===== src/rtl/cpam_regs.svh =====
`ifndef CPAM_REGS_SVH
`define CPAM_REGS_SVH

// ==========================================================
// register addresses, 16-bit register index space
`define CPAM_CH9_PV_OFS 16'hf8e3
`define CPAM_CH9_STATUS_OFS 16'hf8e5
`define CPAM_CH9_ALARM_OFS 16'hf8e6
`define CPAM_CH10_PV_OFS 16'hf8e7
`define CPAM_CH10_STATUS_OFS 16'hf8e9
`define CPAM_CH10_ALARM_OFS 16'hf8ea
`define CPAM_CH11_PV_OFS 16'hf8eb
`define CPAM_CH11_STATUS_OFS 16'hf8ed
`define CPAM_CH11_ALARM_OFS 16'hf8ee

// ==========================================================
// value pair: high half at the value address, low half next
`define CPAM_PV_WORDS 2
`define CPAM_PV_LO_STEP 16'h0001

// ==========================================================
// channel condition input bit positions
`define CPAM_COND_OFF 0
`define CPAM_COND_OVER 1
`define CPAM_COND_UNDER 2
`define CPAM_COND_HWERR 3
`define CPAM_COND_RANGERR 4
`define CPAM_COND_OVFL 5
`define CPAM_COND_BADPV 6
`define CPAM_COND_NODATA 7
`define CPAM_COND_W 8

// ==========================================================
// alarm word layout: four groups of four bits
`define CPAM_ALM_NUM 4
`define CPAM_ALM_GRP_W 4
`define CPAM_ALM_ACTIVE_POS 0
`define CPAM_ALM_ACKREQ_POS 1
`define CPAM_ALM_ACKWR_POS 2
`define CPAM_ALM_SPARE_POS 3

// ==========================================================
// reset values
`define CPAM_RST_WORD 16'h0000
`define CPAM_RST_PV 32'h0000_0000

`endif


===== src/rtl/cpam_pkg.sv =====
package cpam_pkg;

	// ==========================================================
	// sizes
	localparam int CPAM_NUM_CH = 3;

	// ==========================================================
	// channel status word codes
	typedef enum logic [15:0] {
		CPAM_ST_GOOD = 16'h0000,
		CPAM_ST_OFF = 16'h0001,
		CPAM_ST_OVER = 16'h0002,
		CPAM_ST_UNDER = 16'h0003,
		CPAM_ST_HWERR = 16'h0004,
		CPAM_ST_RANGERR = 16'h0005,
		CPAM_ST_OVFL = 16'h0006,
		CPAM_ST_BADPV = 16'h0007,
		CPAM_ST_NODATA = 16'h0008
	} cpam_status_type;

	// ==========================================================
	// item selected by a register address
	typedef enum logic [1:0] {
		CPAM_IT_PV_HI = 2'h0,
		CPAM_IT_PV_LO = 2'h1,
		CPAM_IT_STATUS = 2'h2,
		CPAM_IT_ALARM = 2'h3
	} cpam_item_type;

	typedef struct packed {
		logic hit;
		logic [1:0] ch;
		cpam_item_type item;
	} cpam_dec_type;

	// ==========================================================
	// state of one channel's alarm word
	typedef struct packed {
		logic [3:0] active;
		logic [3:0] ack_req;
		logic [3:0] ack_pulse;
	} cpam_alarm_state_type;

	// ==========================================================
	// state of the register bank
	typedef struct packed {
		logic [15:0] rdata;
		logic ack;
		logic err;
		logic [CPAM_NUM_CH-1:0][31:0] pv;
		logic [CPAM_NUM_CH-1:0][15:0] pv_lo_hold;
		logic [CPAM_NUM_CH-1:0][15:0] status;
	} cpam_bank_state_type;

endpackage : cpam_pkg


===== src/rtl/cpam_alarm_if.sv =====
`timescale 1ns/100ps
`default_nettype none

// ==========================================================
// link between the bank decoder and one channel's alarm word
interface cpam_alarm_if;
	logic [3:0] alarm_active;
	logic [3:0] ack_req_set;
	logic wr;
	logic [15:0] wdata;
	logic [15:0] word;
	logic [3:0] ack_pulse;

	modport bank (
		output alarm_active,
		output ack_req_set,
		output wr,
		output wdata,
		input word,
		input ack_pulse
	);

	modport chan (
		input alarm_active,
		input ack_req_set,
		input wr,
		input wdata,
		output word,
		output ack_pulse
	);
endinterface : cpam_alarm_if

`default_nettype wire


===== src/rtl/cpam_bank.sv =====
// Summary of operation
// RULE1: each channel value is a float over two consecutive registers from its address.
// RULE2: read-only status word per channel; code zero means the value is good.
// RULE3: status code four reports a hardware fault on the channel.
// RULE4: one 16-bit alarm word per channel, four 4-bit groups, alarm one lowest.
// RULE5: lowest bit of each group shows the alarm active; read only.
// RULE6: second bit of each group shows acknowledge required; read only.
// RULE7: host writing one to a group's third bit acknowledges that alarm.
// RULE8: top bit of each group is spare and does nothing.
// RULE9: status code one for channel off, code six for overflow.
// RULE10: status code two for over range, code seven for bad value.
// RULE11: status code three for under range, code eight for no data.
// RULE12: status code five for a ranging error.
// RULE13: acknowledge clears acknowledge required; read-only and spare bits ignore writes.
`timescale 1ns/100ps
`default_nettype none
`include "cpam_regs.svh"

// ==========================================================
// host register bank for channels 9 to 11
module cpam_bank
	import cpam_pkg::*;
(
	input wire logic i_clk,
	input wire logic i_nrst,
	input wire logic i_reg_rd,
	input wire logic i_reg_wr,
	input wire logic [15:0] i_reg_addr,
	input wire logic [15:0] i_reg_wdata,
	output logic [15:0] o_reg_rdata,
	output logic o_reg_ack,
	output logic o_reg_err,
	input wire logic [CPAM_NUM_CH-1:0][31:0] i_process_value,
	input wire logic [CPAM_NUM_CH-1:0][`CPAM_COND_W-1:0] i_chan_cond,
	input wire logic [CPAM_NUM_CH-1:0][3:0] i_alarm_active,
	input wire logic [CPAM_NUM_CH-1:0][3:0] i_ack_req_set,
	output logic [CPAM_NUM_CH-1:0][3:0] o_alarm_ack
);

	// ==========================================================
	// address decode, shared by the read and write paths
	function automatic cpam_dec_type cpam_decode(input logic [15:0] addr);
		cpam_dec_type d;
		d.hit = 1'b1;
		d.ch = 2'h0;
		d.item = CPAM_IT_PV_HI;
		unique case (addr)
			`CPAM_CH9_PV_OFS: begin
				d.ch = 2'h0;
			end
			`CPAM_CH9_PV_OFS + `CPAM_PV_LO_STEP: begin
				d.ch = 2'h0;
				d.item = CPAM_IT_PV_LO; // see RULE1
			end
			`CPAM_CH9_STATUS_OFS: begin
				d.ch = 2'h0;
				d.item = CPAM_IT_STATUS;
			end
			`CPAM_CH9_ALARM_OFS: begin
				d.ch = 2'h0;
				d.item = CPAM_IT_ALARM;
			end
			`CPAM_CH10_PV_OFS: begin
				d.ch = 2'h1;
			end
			`CPAM_CH10_PV_OFS + `CPAM_PV_LO_STEP: begin
				d.ch = 2'h1;
				d.item = CPAM_IT_PV_LO; // see RULE1
			end
			`CPAM_CH10_STATUS_OFS: begin
				d.ch = 2'h1;
				d.item = CPAM_IT_STATUS;
			end
			`CPAM_CH10_ALARM_OFS: begin
				d.ch = 2'h1;
				d.item = CPAM_IT_ALARM;
			end
			`CPAM_CH11_PV_OFS: begin
				d.ch = 2'h2;
			end
			`CPAM_CH11_PV_OFS + `CPAM_PV_LO_STEP: begin
				d.ch = 2'h2;
				d.item = CPAM_IT_PV_LO; // see RULE1
			end
			`CPAM_CH11_STATUS_OFS: begin
				d.ch = 2'h2;
				d.item = CPAM_IT_STATUS;
			end
			`CPAM_CH11_ALARM_OFS: begin
				d.ch = 2'h2;
				d.item = CPAM_IT_ALARM;
			end
			default: begin
				d.hit = 1'b0;
			end
		endcase
		return d;
	endfunction : cpam_decode

	// ==========================================================
	// condition flags to status code, most severe cause first
	function automatic cpam_status_type cpam_status_of(input logic [`CPAM_COND_W-1:0] c);
		cpam_status_type s;
		if (c[`CPAM_COND_OFF]) begin
			s = CPAM_ST_OFF; // see RULE9
		end else if (c[`CPAM_COND_HWERR]) begin
			s = CPAM_ST_HWERR; // see RULE3
		end else if (c[`CPAM_COND_NODATA]) begin
			s = CPAM_ST_NODATA; // see RULE11
		end else if (c[`CPAM_COND_RANGERR]) begin
			s = CPAM_ST_RANGERR; // see RULE12
		end else if (c[`CPAM_COND_BADPV]) begin
			s = CPAM_ST_BADPV; // see RULE10
		end else if (c[`CPAM_COND_OVFL]) begin
			s = CPAM_ST_OVFL; // see RULE9
		end else if (c[`CPAM_COND_OVER]) begin
			s = CPAM_ST_OVER; // see RULE10
		end else if (c[`CPAM_COND_UNDER]) begin
			s = CPAM_ST_UNDER; // see RULE11
		end else begin
			s = CPAM_ST_GOOD; // see RULE2
		end
		return s;
	endfunction : cpam_status_of

	// ==========================================================
	// signals
	cpam_bank_state_type st_q;
	cpam_bank_state_type st_d;
	cpam_dec_type rd_dec;
	cpam_dec_type wr_dec;
	logic [CPAM_NUM_CH-1:0][15:0] alarm_word;
	logic [CPAM_NUM_CH-1:0][3:0] alarm_ack;

	assign rd_dec = cpam_decode(i_reg_addr);
	assign wr_dec = cpam_decode(i_reg_addr);

	// ==========================================================
	// one alarm word per channel
	cpam_alarm_if alm_if[CPAM_NUM_CH] ();

	for (genvar g = 0; g < CPAM_NUM_CH; g++) begin : g_alarm
		// write strobe only when the alarm word of this channel is hit
		assign alm_if[g].wr = i_reg_wr && wr_dec.hit && (wr_dec.item == CPAM_IT_ALARM)
			&& (wr_dec.ch == 2'(g)); // see RULE7
		assign alm_if[g].wdata = i_reg_wdata;
		assign alm_if[g].alarm_active = i_alarm_active[g];
		assign alm_if[g].ack_req_set = i_ack_req_set[g];
		assign alarm_word[g] = alm_if[g].word;
		assign alarm_ack[g] = alm_if[g].ack_pulse;

		cpam_alarm_word u_alarm (
			.i_clk(i_clk),
			.i_nrst(i_nrst),
			.alm(alm_if[g].chan)
		);
	end

	// ==========================================================
	// next state: sampling, read answer and access errors
	always_comb begin
		st_d = st_q;
		st_d.ack = 1'b0;
		st_d.err = 1'b0;
		// track live values and status every cycle
		for (int c = 0; c < CPAM_NUM_CH; c++) begin
			st_d.pv[c] = i_process_value[c];
			st_d.status[c] = cpam_status_of(i_chan_cond[c]); // see RULE2
		end
		if (i_reg_rd) begin
			st_d.ack = 1'b1;
			st_d.rdata = `CPAM_RST_WORD;
			if (!rd_dec.hit) begin
				st_d.err = 1'b1;
			end else begin
				unique case (rd_dec.item)
					CPAM_IT_PV_HI: begin
						// freeze the low half so both halves form one value
						st_d.rdata = st_q.pv[rd_dec.ch][31:16]; // see RULE1
						st_d.pv_lo_hold[rd_dec.ch] = st_q.pv[rd_dec.ch][15:0]; // see RULE1
					end
					CPAM_IT_PV_LO: begin
						st_d.rdata = st_q.pv_lo_hold[rd_dec.ch]; // see RULE1
					end
					CPAM_IT_STATUS: begin
						st_d.rdata = st_q.status[rd_dec.ch]; // see RULE2
					end
					CPAM_IT_ALARM: begin
						st_d.rdata = alarm_word[rd_dec.ch]; // see RULE4
					end
				endcase
			end
		end else if (i_reg_wr) begin
			// only the alarm word accepts writes; others answer with an error
			st_d.ack = 1'b1;
			st_d.err = !(wr_dec.hit && (wr_dec.item == CPAM_IT_ALARM)); // see RULE13
		end
	end

	// ==========================================================
	// state register
	always_ff @(posedge i_clk or negedge i_nrst) begin
		if (!i_nrst) begin
			st_q <= '0;
		end else begin
			st_q <= st_d;
		end
	end

	// ==========================================================
	// outputs, all from flip-flops
	assign o_reg_rdata = st_q.rdata;
	assign o_reg_ack = st_q.ack;
	assign o_reg_err = st_q.err;
	assign o_alarm_ack = alarm_ack;

endmodule : cpam_bank

`default_nettype wire


===== src/rtl/cpam_alarm_word.sv =====
`timescale 1ns/100ps
`default_nettype none
`include "cpam_regs.svh"

// ==========================================================
// one channel's 16-bit alarm word
module cpam_alarm_word
	import cpam_pkg::*;
(
	input wire logic i_clk,
	input wire logic i_nrst,
	cpam_alarm_if.chan alm
);

	cpam_alarm_state_type st_q;
	cpam_alarm_state_type st_d;
	logic [3:0] ack_wr;

	// pick the write-one acknowledge bits out of the written word
	always_comb begin
		for (int a = 0; a < `CPAM_ALM_NUM; a++) begin
			ack_wr[a] = alm.wr && alm.wdata[a * `CPAM_ALM_GRP_W + `CPAM_ALM_ACKWR_POS]; // see RULE7
		end
	end

	// next state: the set of ack required wins over a same-cycle ack
	always_comb begin
		st_d = st_q;
		st_d.active = alm.alarm_active; // see RULE5
		st_d.ack_req = (st_q.ack_req & ~ack_wr) | alm.ack_req_set; // see RULE13
		st_d.ack_pulse = ack_wr; // see RULE7
	end

	always_ff @(posedge i_clk or negedge i_nrst) begin
		if (!i_nrst) begin
			st_q <= '0;
		end else begin
			st_q <= st_d;
		end
	end

	// read view: ack and spare bits always read zero
	always_comb begin
		alm.word = `CPAM_RST_WORD; // spare bits stay zero, see RULE8
		for (int a = 0; a < `CPAM_ALM_NUM; a++) begin
			alm.word[a * `CPAM_ALM_GRP_W + `CPAM_ALM_ACTIVE_POS] = st_q.active[a]; // see RULE4
			alm.word[a * `CPAM_ALM_GRP_W + `CPAM_ALM_ACKREQ_POS] = st_q.ack_req[a]; // see RULE6
		end
	end
	// spare position is never assigned above, so writes to it are lost

	assign alm.ack_pulse = st_q.ack_pulse;

endmodule : cpam_alarm_word

`default_nettype wire


===== config.mk =====
export PLATFORM = sky130hd
export DESIGN_NAME = cpam_bank
export DESIGN_NICKNAME = d
export VERILOG_FILES = /design/src/rtl/cpam_pkg.sv /design/src/rtl/cpam_alarm_if.sv /design/src/rtl/cpam_bank.sv /design/src/rtl/cpam_alarm_word.sv
export VERILOG_INCLUDE_DIRS = /design/src /design/src/rtl
export SDC_FILE = /design/constraint.sdc
export NUM_CORES = 1
export LEC_CHECK = 0
export BUFFER_PORTS_ARGS = -buffer_cell sky130_fd_sc_hd__buf_2
export CORE_UTILIZATION = 50
export DETAILED_ROUTE_END_ITERATION = 12
export PLACE_DENSITY = 0.76
export SYNTH_ARGS = -nofsm -noshare
export SYNTH_HDL_FRONTEND = slang
export SYNTH_HIERARCHICAL = 1
export SYNTH_SLANG_ARGS = --single-unit

===== constraint.sdc =====
create_clock -name i_clk -period 2.3 [get_ports i_clk]
set_clock_uncertainty 0.2 [all_clocks]
set_input_delay 0.23 -clock i_clk [delete_from_list [all_inputs] [get_ports i_clk]]
set_output_delay 0.23 -clock i_clk [all_outputs]
set_load 0.03 [all_outputs]

==> metrics.cfg, run 1 <==
[run_status]
status=finished clean

[drt]
drc_errors=0
antenna_left=0
first_pass_iters=8
drtIter0Drc=692
post_drt_wl_per_cell_um=18.6
vias=7385
wirelength_mm=25.5
vias_per_cell=5.39

[clock_network]
insertion_delay_ns=0.53
cts_sinks=210
htreeDepth=1
clock_path_buffers=3
cts_resized=0
cts_hold_buf=150
cts_setup_buffers=0
cts-root-buf=clkbuf_16
cts_tree=yes
path_clk_slew_ns=0.06
numCtsBuffers=22

[floorplan]
core_region_area_um2=16100
start_util_pct=51.8
pin_count=210
rows=46
die_h_um=131
die-area_um2=17200
die-width_um=131

[yosys]
yosys_register_bits=210
synth_area_leaders=dfrtp_1, nand2_1, buf_4, a21oi_1, nor2_1
synth.avg_cell_area_um2=11.2
yosys.area.top_type=dfrtp_1
synth.most_common_cell=dfrtp_1
ys.flop_type=dfrtp_1
syn_inst=748
async_reset_ff_share_pct=100
synthDistinctLibCells=56
yosys_warnings=6
seq_area_frac_synth_pct=63.0
synth-edff-count=0
synth_common_cells=dfrtp_1, nand2_1, nor2_1, a21oi_1, buf_4
netlist_area_um2=8340
synth_top_cell_area_share_pct=63.0

[placed_design]
port_buffers=197
gp_congestion=0.871
placed_area_um2=9990
hpwl_mm=14.6

[critical_path]
cp.required_ns=2.50
critPathKind=in2reg
critPathCaptureType=flop
cp_slowest_cell=or4_1
max_stage_delay_ns=0.61
cp_max_fo=4
crit_path_cell_trace=buf_2 > or4b_4 > or4_1 > o22a_1 > o221ai_1 > buf_4 > a2bb2oi_1
crit_buf_inv=2
arrival_ns=2.27
critical-path-top-delay-family=simple AND/OR/NAND/NOR gates
start_kind=primary input

[final_layout]
fin_nets=1319
drive_above_1_share_pct=28.6
fillers=1037
final_area_um2=12300
n_antenna_cell=0
synthToLayoutAreaGrowth_pct=46.9

[grt]
use_met1_pct=38.1
grt_pass1_wl_mm=40.4
grt_pass1_vias=7738
met3_usage_pct=4.98
grt_use_met2_pct=51.7
grt_use_total_pct=30.4
grt_most_used_layer=met2
grt_max_degree=63
overflow=0
antenna_found_initial=0

[timing]
period_minus_slack_ns=2.07
timing.hold.ws_ns=0.0491
timing.final.crit_share_pct=90.1
fmax_mhz=483
rsz0062_at_grt=no
hold_violations=0
setup_viol=0
slew_viol_final=0

[worst_hold_path]
hold_class=in2async

[pwr]
vdd_drop_max_v=0.000510
powerDensity_nw_per_um2=674
power.leakage_nw=5.78

[flow_run]
maxCapViolCount=0

[power by group]
| part | leakage [nW] | switching [mW] | internal, mW | total (mW) |
|---|---|---|---|---|
| logic | 2.80 | 0.293 | 0.359 | 0.652 |
| clock network | 0.376 | 1.50 | 2.27 | 3.77 |
| registers | 2.60 | 0.0405 | 3.80 | 3.85 |
| total | 5.78 | 1.83 | 6.43 | 8.26 |
[registers in the layout (all words and copies together) (netlist names)]
name / flops
o_reg_err: 1
g_alarm.u_alarm/alm.word: 24
st_q: 156
o_reg_rdata: 16
o_reg_ack: 1
g_alarm.u_alarm/alm.ack_pulse: 12
[per-stage QoR]
step | worst slack [ns] | power (mW) | TNS, ns | instances | util [%]
5_1_grt | 0.179 | 8.55 | 0 | 1371 | 76.1
3_3_place_gp | -0.240 | 4.33 | -7.75 | 1181 | 62.0
4_1_cts | 0.281 | 8.25 | 0 | 1371 | 76.1
2_1_floorplan | -0.0710 | 4.05 | -0.688 | 769 | -
3_5_place_dp | -0.230 | 4.34 | -9.64 | 1181 | 62.0
6_report | 0.229 | 8.26 | 0 | 1371 | 76.1
[cells by family (layout without fill, tap and decap cells)]
family | count (synthesis) | count (layout) | synth area share, %
buffers and inverters | 99 | 485 | 6.48
AOI/OAI and AO/OA | 200 | 200 | 16.8
xor gates and xnor gates | 1 | 1 | 0.105
muxes | 1 | 1 | 0.120
and+or+nand+nor | 234 | 234 | 13.4
other | 3 | 24 | 0.135
DFF | 210 | 210 | 63.0
[placed cells by master, fill, tap and decap left out, types with 9 or more instances in the layout]
| master | count |
|---|---|
| nor2b_1 | 11 |
| dlygate4sd3_1 | 150 |
| dfrtp_1 | 210 |
| o22ai_1 | 14 |
| a22o_1 | 16 |
| a21oi_1 | 49 |
| buf_12 | 9 |
| conb_1 | 24 |
| a22oi_1 | 18 |
| o21ai_0 | 32 |
| nand2_1 | 90 |
| nor3_1 | 17 |
| o32a_1 | 11 |
| buf_4 | 72 |
| a21o_1 | 12 |
| clkbuf_16 | 22 |
| or4_1 | 15 |
| inv_1 | 17 |
| buf_2 | 196 |
| a311oi_1 | 11 |
| nor2_1 | 58 |
[layout make-up]
cell class | instances | area (um^2) | area share, %
repair buffers | 428 | 3220 | 26.2
inverters | 17 | 63.8 | 0.520
well taps | 216 | 270 | 2.20
multi-input cells | 460 | 2680 | 21.9
clock buffers | 28 | 583 | 4.76
clock inverters | 12 | 191 | 1.56
flip-flops and latches | 210 | 5260 | 42.9
[metal layers]
layer  wire [um]  up-vias  share of wire [%]
met1       10000     3545                 39
met3        1750       85                6.9
li1            -     3382                  -
met5           0        -                  0
met4        1150        0                4.5
met2       12500      373                 49
[worst paths after layout]
check / startpoint / endpoint / slack [ns] / cells after the start
worst max-delay path: i_reg_addr[9] / o_reg_rdata[3] / 0.23 / 7
worst min-delay path: i_nrst / st_q[162] / 0.05 / 2
worst max register to register: g_alarm[0].u_alarm/alm.word[5] / o_reg_rdata[5] / 0.55 / 5
worst min register to register: g_alarm[1].u_alarm/alm.word[9] / g_alarm[1].u_alarm/alm.word[9] / 0.28 / 1
max in group asynchronous: i_nrst / g_alarm[1].u_alarm/alm.word[1] / 1.16 / 3
min in group i_clk: i_reg_rd / o_reg_rdata[14] / 0.05 / 4
(Power assumes the default switching activity.)
==> run 2: changes to the inputs <==
--- a/config.mk
+++ b/config.mk
@@ -6,10 +6,11 @@
 export SDC_FILE = /design/constraint.sdc
 export NUM_CORES = 1
 export LEC_CHECK = 0
+export ABC_AREA = 1
 export BUFFER_PORTS_ARGS = -buffer_cell sky130_fd_sc_hd__buf_2
 export CORE_UTILIZATION = 50
 export DETAILED_ROUTE_END_ITERATION = 12
-export PLACE_DENSITY = 0.76
+export PLACE_DENSITY = 0.75
 export SYNTH_ARGS = -nofsm -noshare
 export SYNTH_HDL_FRONTEND = slang
 export SYNTH_HIERARCHICAL = 1
==> run 2 against run 1 <==
Final area is 1.6% higher. Utilization is 4.3 points lower. Register-to-register slack better by 0.36 ns. Worst setup slack worse by 0.090 ns. Clock power is 5.8% lower. Fmax is 4.2% lower. First-iteration DRC count is 27% lower. Hold slack worse by 0.0062 ns. Non-clock buffer count is 36 lower. Sequential power hardly changed. Critical endpoint is now g_alarm[2].u_alarm/alm.word[5].
==> metrics.cfg, run 2 <==
[final_layout]
final_area_um2=12500  ; +1.6%
drive_above_1_share_pct=20.7  ; -7.9 points
final_common_cell=nand2_1
synthToLayoutAreaGrowth_pct=40.0
largest_register=st_q
largest_reg_flops=156  ; unchanged
fin_nets=1578  ; +20%
fillers=1258  ; +21%
final_cell_mix=nand2_1, dfrtp_1, buf_2

[yosys]
yosys_warnings=6  ; unchanged
yosys_register_bits=210  ; unchanged
synth_top_cell_area_share_pct=59.1  ; -3.9 points
netlist_area_um2=8900  ; +6.6%
synth.avg_cell_area_um2=8.58  ; -23%
synth_area_leaders=dfrtp_1, nand2_1, nand3_1, buf_4, a21oi_1
seq_area_frac_synth_pct=59.1  ; -3.9 points
synth.most_common_cell=nand2_1
yosys.area.top_type=dfrtp_1
synth_common_cells=nand2_1, dfrtp_1, nand3_1, buf_4, inv_1
ys.flop_type=dfrtp_1
async_reset_ff_share_pct=100  ; unchanged
synth-edff-count=0  ; unchanged
syn_inst=1037  ; +39%
synthDistinctLibCells=33  ; -41%

[floorplan]
die-width_um=135  ; +3.2%
die-area_um2=18300  ; +6.5%
pin_count=210  ; unchanged
die_h_um=135  ; +3.2%
core_region_area_um2=17400  ; +7.7%
start_util_pct=51.3  ; -0.52 points
rows=48  ; +4.3%

[clock_network]
cts_sinks=210  ; unchanged
insertion_delay_ns=0.50  ; -0.03 ns
clock_path_buffers=3  ; unchanged
cts_setup_buffers=0  ; unchanged
cts_tree=yes
path_clk_slew_ns=0.06  ; about the same
htreeDepth=1  ; unchanged
cts-root-buf=clkbuf_16
numCtsBuffers=22  ; unchanged

[drt]
drc_errors=0  ; unchanged
vias=8038  ; +8.8%
wirelength_mm=25.3  ; -0.69%
post_drt_wl_per_cell_um=15.4  ; -17%
drtIter0Drc=507  ; -27%
first_pass_iters=4  ; -4
antenna_left=0  ; unchanged
vias_per_cell=4.91  ; -8.9%

[timing]
slew_headroom_pct=37.8
timing.final.crit_share_pct=94.0  ; +3.9 points
rsz0062_at_grt=no
slew_viol_final=0  ; unchanged
period_minus_slack_ns=2.16  ; +0.0900 ns
hold_violations=0  ; unchanged
setup_viol=0  ; unchanged
worstMarginPinSlew_ns=0.931
fin_tns_setup_ns=0  ; unchanged
setup_ws_ns=0.139  ; -0.0900 ns
fmax_mhz=463  ; -4.2%

[grt]
grt_max_degree=64  ; +1.6%
grt_use_total_pct=28.4  ; -2.0 points
antenna_found_initial=0  ; unchanged
grt_pass1_vias=8254  ; +6.7%
grt_pass1_wl_mm=40.1  ; -0.79%
overflow=0  ; unchanged

[worst_hold_path]
hold_start=i_reg_rd
whs_path_depth=4
hold_class=in2reg

[critical_path]
r2r_cells=3  ; -2
crit_path_start=i_reg_addr[8]
arrival_ns=2.34  ; +0.07 ns
timing.rr.start=g_alarm[2].u_alarm/alm.word[5]
start_kind=primary input
cp.required_ns=2.47  ; -0.03 ns
critPathKind=in2reg
critPathCaptureType=flop
cp_max_fo=9  ; +5

[placed_design]
dp_slack_ns=-0.250  ; -0.0195 ns
placed_area_um2=10100  ; +1.1%
gp_congestion=0.834  ; -4.2%
port_buffers=197  ; unchanged
hpwl_mm=14.4  ; -1.5%

[flow_run]
maxCapViolCount=0  ; unchanged

[pwr]
finalPower_mw=8.00  ; -3.2%
vdd_drop_max_v=0.000597  ; +17%
power.leakage_nw=6.66  ; +15%
powerDensity_nw_per_um2=642  ; -4.7%

[run_status]
status=finished clean

==> run 2: critical path, cell delays in order <==
cell           delay, ns
buf_2               0.11
nor2_2              0.13
nand2_1             0.07
nor2_1              0.11
buf_4               0.17
buf_4               0.13
o2111ai_1           0.11
buf_4               0.17
clkinv_1            0.06
nand2_2             0.10
nor2_4              0.15
nand2_1             0.11
nand2_1             0.08
nand2_1             0.06
dlygate4sd3_1       0.55
==> run 2: area by class of cell <==
| cell class | count | area [um^2] | share of cell area, % |
|---|---|---|---|
| inverters | 54 | 208 | 1.67 |
| flip-flops and latches | 210 | 5260 | 42.2 |
| clock inverters | 7 | 88.8 | 0.713 |
| clock buffers | 31 | 636 | 5.10 |
| repair buffers | 392 | 2950 | 23.7 |
| multi-input cells | 718 | 3030 | 24.3 |
| well taps | 225 | 282 | 2.26 |
| diodes | 1 | 2.50 | 0.0201 |
==> run 2: cell families (layout without fill, tap and decap cells) <==
family	Yosys count	after routing	synth area share, %
and+or+nand+nor	633	634	28.7
AOI/OAI and AO/OA	60	60	3.94
DFF	210	210	59.1
other	3	25	0.127
buffers and inverters	131	484	8.12
==> run 2: through the flow <==
step           std cells  util, %  hold slack, ns
2_1_floorplan       1058        -          -0.266
3_3_place_gp        1439     58.2          0.0553
3_5_place_dp        1439     58.2          0.0546
4_1_cts             1636     71.5          0.0127
5_1_grt             1637     71.7          0.0239
6_report            1638     71.7          0.0429
==> run 2: worst paths after layout <==
kind                                                  end  slack, ns
max                        g_alarm[2].u_alarm/alm.word[5]       0.14
min                                             o_reg_err       0.04
max reg2reg                g_alarm[2].u_alarm/alm.word[5]       0.91
min reg2reg                g_alarm[0].u_alarm/alm.word[1]       0.27
max in group asynchronous                       st_q[108]       1.13
min in group asynchronous                       st_q[178]       0.09
==> run 2: metal layers <==
metal  GRT usage, %  wire, um
met1           34.4     10000
met2           49.6     12800
met3           4.26      1450
met5              0         0
met4           13.3      1030
==> run 2: power by group <==
| part | total (mW) | switching (mW) | internal [mW] |
|---|---|---|---|
| combinational | 0.609 | 0.275 | 0.335 |
| clock | 3.55 | 1.40 | 2.15 |
| sequential | 3.84 | 0.0341 | 3.80 |
==> run 2: what timing repair did <==
action,in CTS,in global routing
gates resized for setup,0,8
hold buffers,159,0
hold endpoints to repair,356,0
endpoints found under the setup margin,0,31
==> run 3: changes to the inputs <==
--- a/config.mk
+++ b/config.mk
@@ -11,6 +11,7 @@
 export CORE_UTILIZATION = 50
 export DETAILED_ROUTE_END_ITERATION = 12
 export PLACE_DENSITY = 0.75
+export SETUP_SLACK_MARGIN = 0.3
 export SYNTH_ARGS = -nofsm -noshare
 export SYNTH_HDL_FRONTEND = slang
 export SYNTH_HIERARCHICAL = 1
==> run 3 against run 2 <==
Critical path depth decreased by 9. Cell count increased by 0.67%. Clock power about the same. Routed wire length increased by 0.88%. Power decreased by 0.17%. Utilization increased by 0.67 points. Largest power group unchanged.
==> metrics.cfg, run 3 (same netlist as run 2, synthesis figures left out) <==
[timing]
period_minus_slack_ns=1.94  ; -0.224 ns
rsz0062_at_grt=no
fin_tns_setup_ns=0  ; unchanged
timing.hold.ws_ns=0.0864  ; +0.0435 ns
hold_violations=0  ; unchanged
setup_viol=0  ; unchanged
worstMarginPinSlew_ns=0.542  ; -0.390 ns
fmax_mhz=516  ; +12%
slew_viol_final=0  ; unchanged
slew_headroom_pct=63.9  ; +26 points
timing.final.crit_share_pct=84.2  ; -9.7 points

[pwr]
pwr-share-clk_pct=44.3  ; about the same
pwr-share-comb_pct=7.7  ; about the same
powerDensity_nw_per_um2=635  ; -1.1%
seq_power_share_pct=48.1  ; about the same
p_int_mw=6.24  ; -0.76%
p_switching_mw=1.74  ; +2.0%
power.leakage_nw=6.75  ; +1.4%
vdd_drop_max_v=0.000635  ; +6.5%
netSwitchingFraction_pct=21.8  ; +0.46 points

[final_layout]
fin_util_pct=72.4  ; +0.67 points
synthToLayoutAreaGrowth_pct=41.3
largest_reg_flops=156  ; unchanged
final_common_cell=nand2_1
largest_register=st_q
fin_nets=1589  ; +0.70%
final_cell_mix=nand2_1, dfrtp_1, buf_2
n_antenna_cell=0  ; -1
drive_above_1_share_pct=21.8  ; +1.1 points

[floorplan]
core_region_area_um2=17400  ; unchanged
die-area_um2=18300  ; unchanged
die-width_um=135  ; unchanged
start_util_pct=51.3  ; unchanged
pin_count=210  ; unchanged
rows=48  ; unchanged
die_h_um=135  ; unchanged

[worst_hold_path]
hold_class=in2async

[drt]
antenna_left=0  ; unchanged
drtIter0Drc=614  ; +21%
wirelength_mm=25.5  ; +0.88%
vias=8168  ; +1.6%
drc_errors=0  ; unchanged
post_drt_wl_per_cell_um=15.5  ; +0.21%
vias_per_cell=4.95  ; +0.94%
first_pass_iters=5  ; +1

[clock_network]
path_clk_slew_ns=0.06  ; about the same
numCtsBuffers=22  ; unchanged
cts-root-buf=clkbuf_16
htreeDepth=1  ; unchanged
clock_path_buffers=3  ; unchanged
insertion_delay_ns=0.50  ; about the same
cts_sinks=210  ; unchanged
cts_tree=yes

[grt]
grt_use_total_pct=28.4  ; about the same
grt_pass1_wl_mm=40.3  ; +0.43%
grt_max_degree=58  ; -9.4%
antenna_found_initial=0  ; unchanged
overflow=0  ; unchanged
grt_pass1_vias=8296  ; +0.51%

[placed_design]
gp_congestion=0.902  ; +8.1%
port_buffers=197  ; unchanged
hpwl_mm=14.6  ; +1.2%

[critical_path]
endpoint=st_q[33]
start_kind=primary input
rrSetupSlack_ns=0.98  ; +0.07 ns
timing.rr.start=st_q[190]
arrival_ns=2.16  ; -0.18 ns
crit_path_start=i_chan_cond[19]
critPathCaptureType=flop
reg2reg_to=o_reg_rdata[14]
cp_max_fo=2  ; -7
critPathKind=in2reg
r2r_cells=5  ; +2
cp.required_ns=2.53  ; +0.06 ns

[flow_run]
maxCapViolCount=0  ; unchanged

[run_status]
status=finished clean

-- run 3: changes by cell type in the layout (fill, tap and decap cells not counted), sizes merged --
cell         before  now
bufinv            2    1
nor2             34   33
clkinvlp          0    4
diode             1    0
dlygate4sd3     159  153
clkbuf           32   33
clkinv            7    5
buf             232  249
-- run 3: metal layers --
metal,part of all wire (%),vias up,track usage [%]
li1,-,3908,-
met5,0,-,0
met4,4.1,0,12.7
met3,6.1,90,4.19
met2,50,371,50.6
met1,40,3799,33.9
-- run 3: power groups by stage --
stage,Sequential (mW),Clock [mW],Combinational (mW)
finish,3.84,3.53,0.612
global route,3.84,3.73,0.672
CTS,3.83,3.57,0.590
detailed placement,3.90,0,0.389
global placement,3.90,0,0.381
floorplan,3.90,0,0.137
-- run 3: how the worst min path moves through the flow --
stage                     startpoint                             endpoint  cells past startpoint
final                         i_nrst                            st_q[184]                      2
after detailed placement      i_nrst                            st_q[184]                      1
after CTS                     i_nrst                            st_q[125]                      2
after global routing          i_nrst                            st_q[184]                      2
after global placement        i_nrst                            st_q[184]                      1
after floorplan               i_nrst  g_alarm[0].u_alarm/alm.ack_pulse[0]                      0
-- run 3: stage by stage --
step	total power, mW	cell area, um^2	instances	setup WS [ns]
floorplan	4.03	8980	1058	0.354
global placement	4.28	10200	1452	-0.123
detailed placement	4.29	10200	1452	-0.157
CTS	7.99	12500	1644	0.356
global route	8.25	12600	1649	0.297
finish	7.98	12600	1649	0.362
-- run 3: critical path: stages --
cell and delay, ns:
dlygate4sd3_1 0.57, buf_2 0.16, inv_1 0.09, nand2_1 0.09, a2111oi_0 0.39, dlygate4sd3_1 0.64
-- run 3: layout make-up --
class	instances	area, um^2
timing repair buffer	404	3070
clock buffer	31	656
tap	225	282
fill	1236	4790
clock inverter	8	75.1
multi-input combinational	717	3020
sequential	210	5260
inverter	54	209
-- run 3: repair_timing --
item	in CTS	in global routing
endpoints found under the hold margin	356	0
setup buffers	0	4
setup endpoints to repair	0	73
resized for setup	0	8
hold buffers	153	0
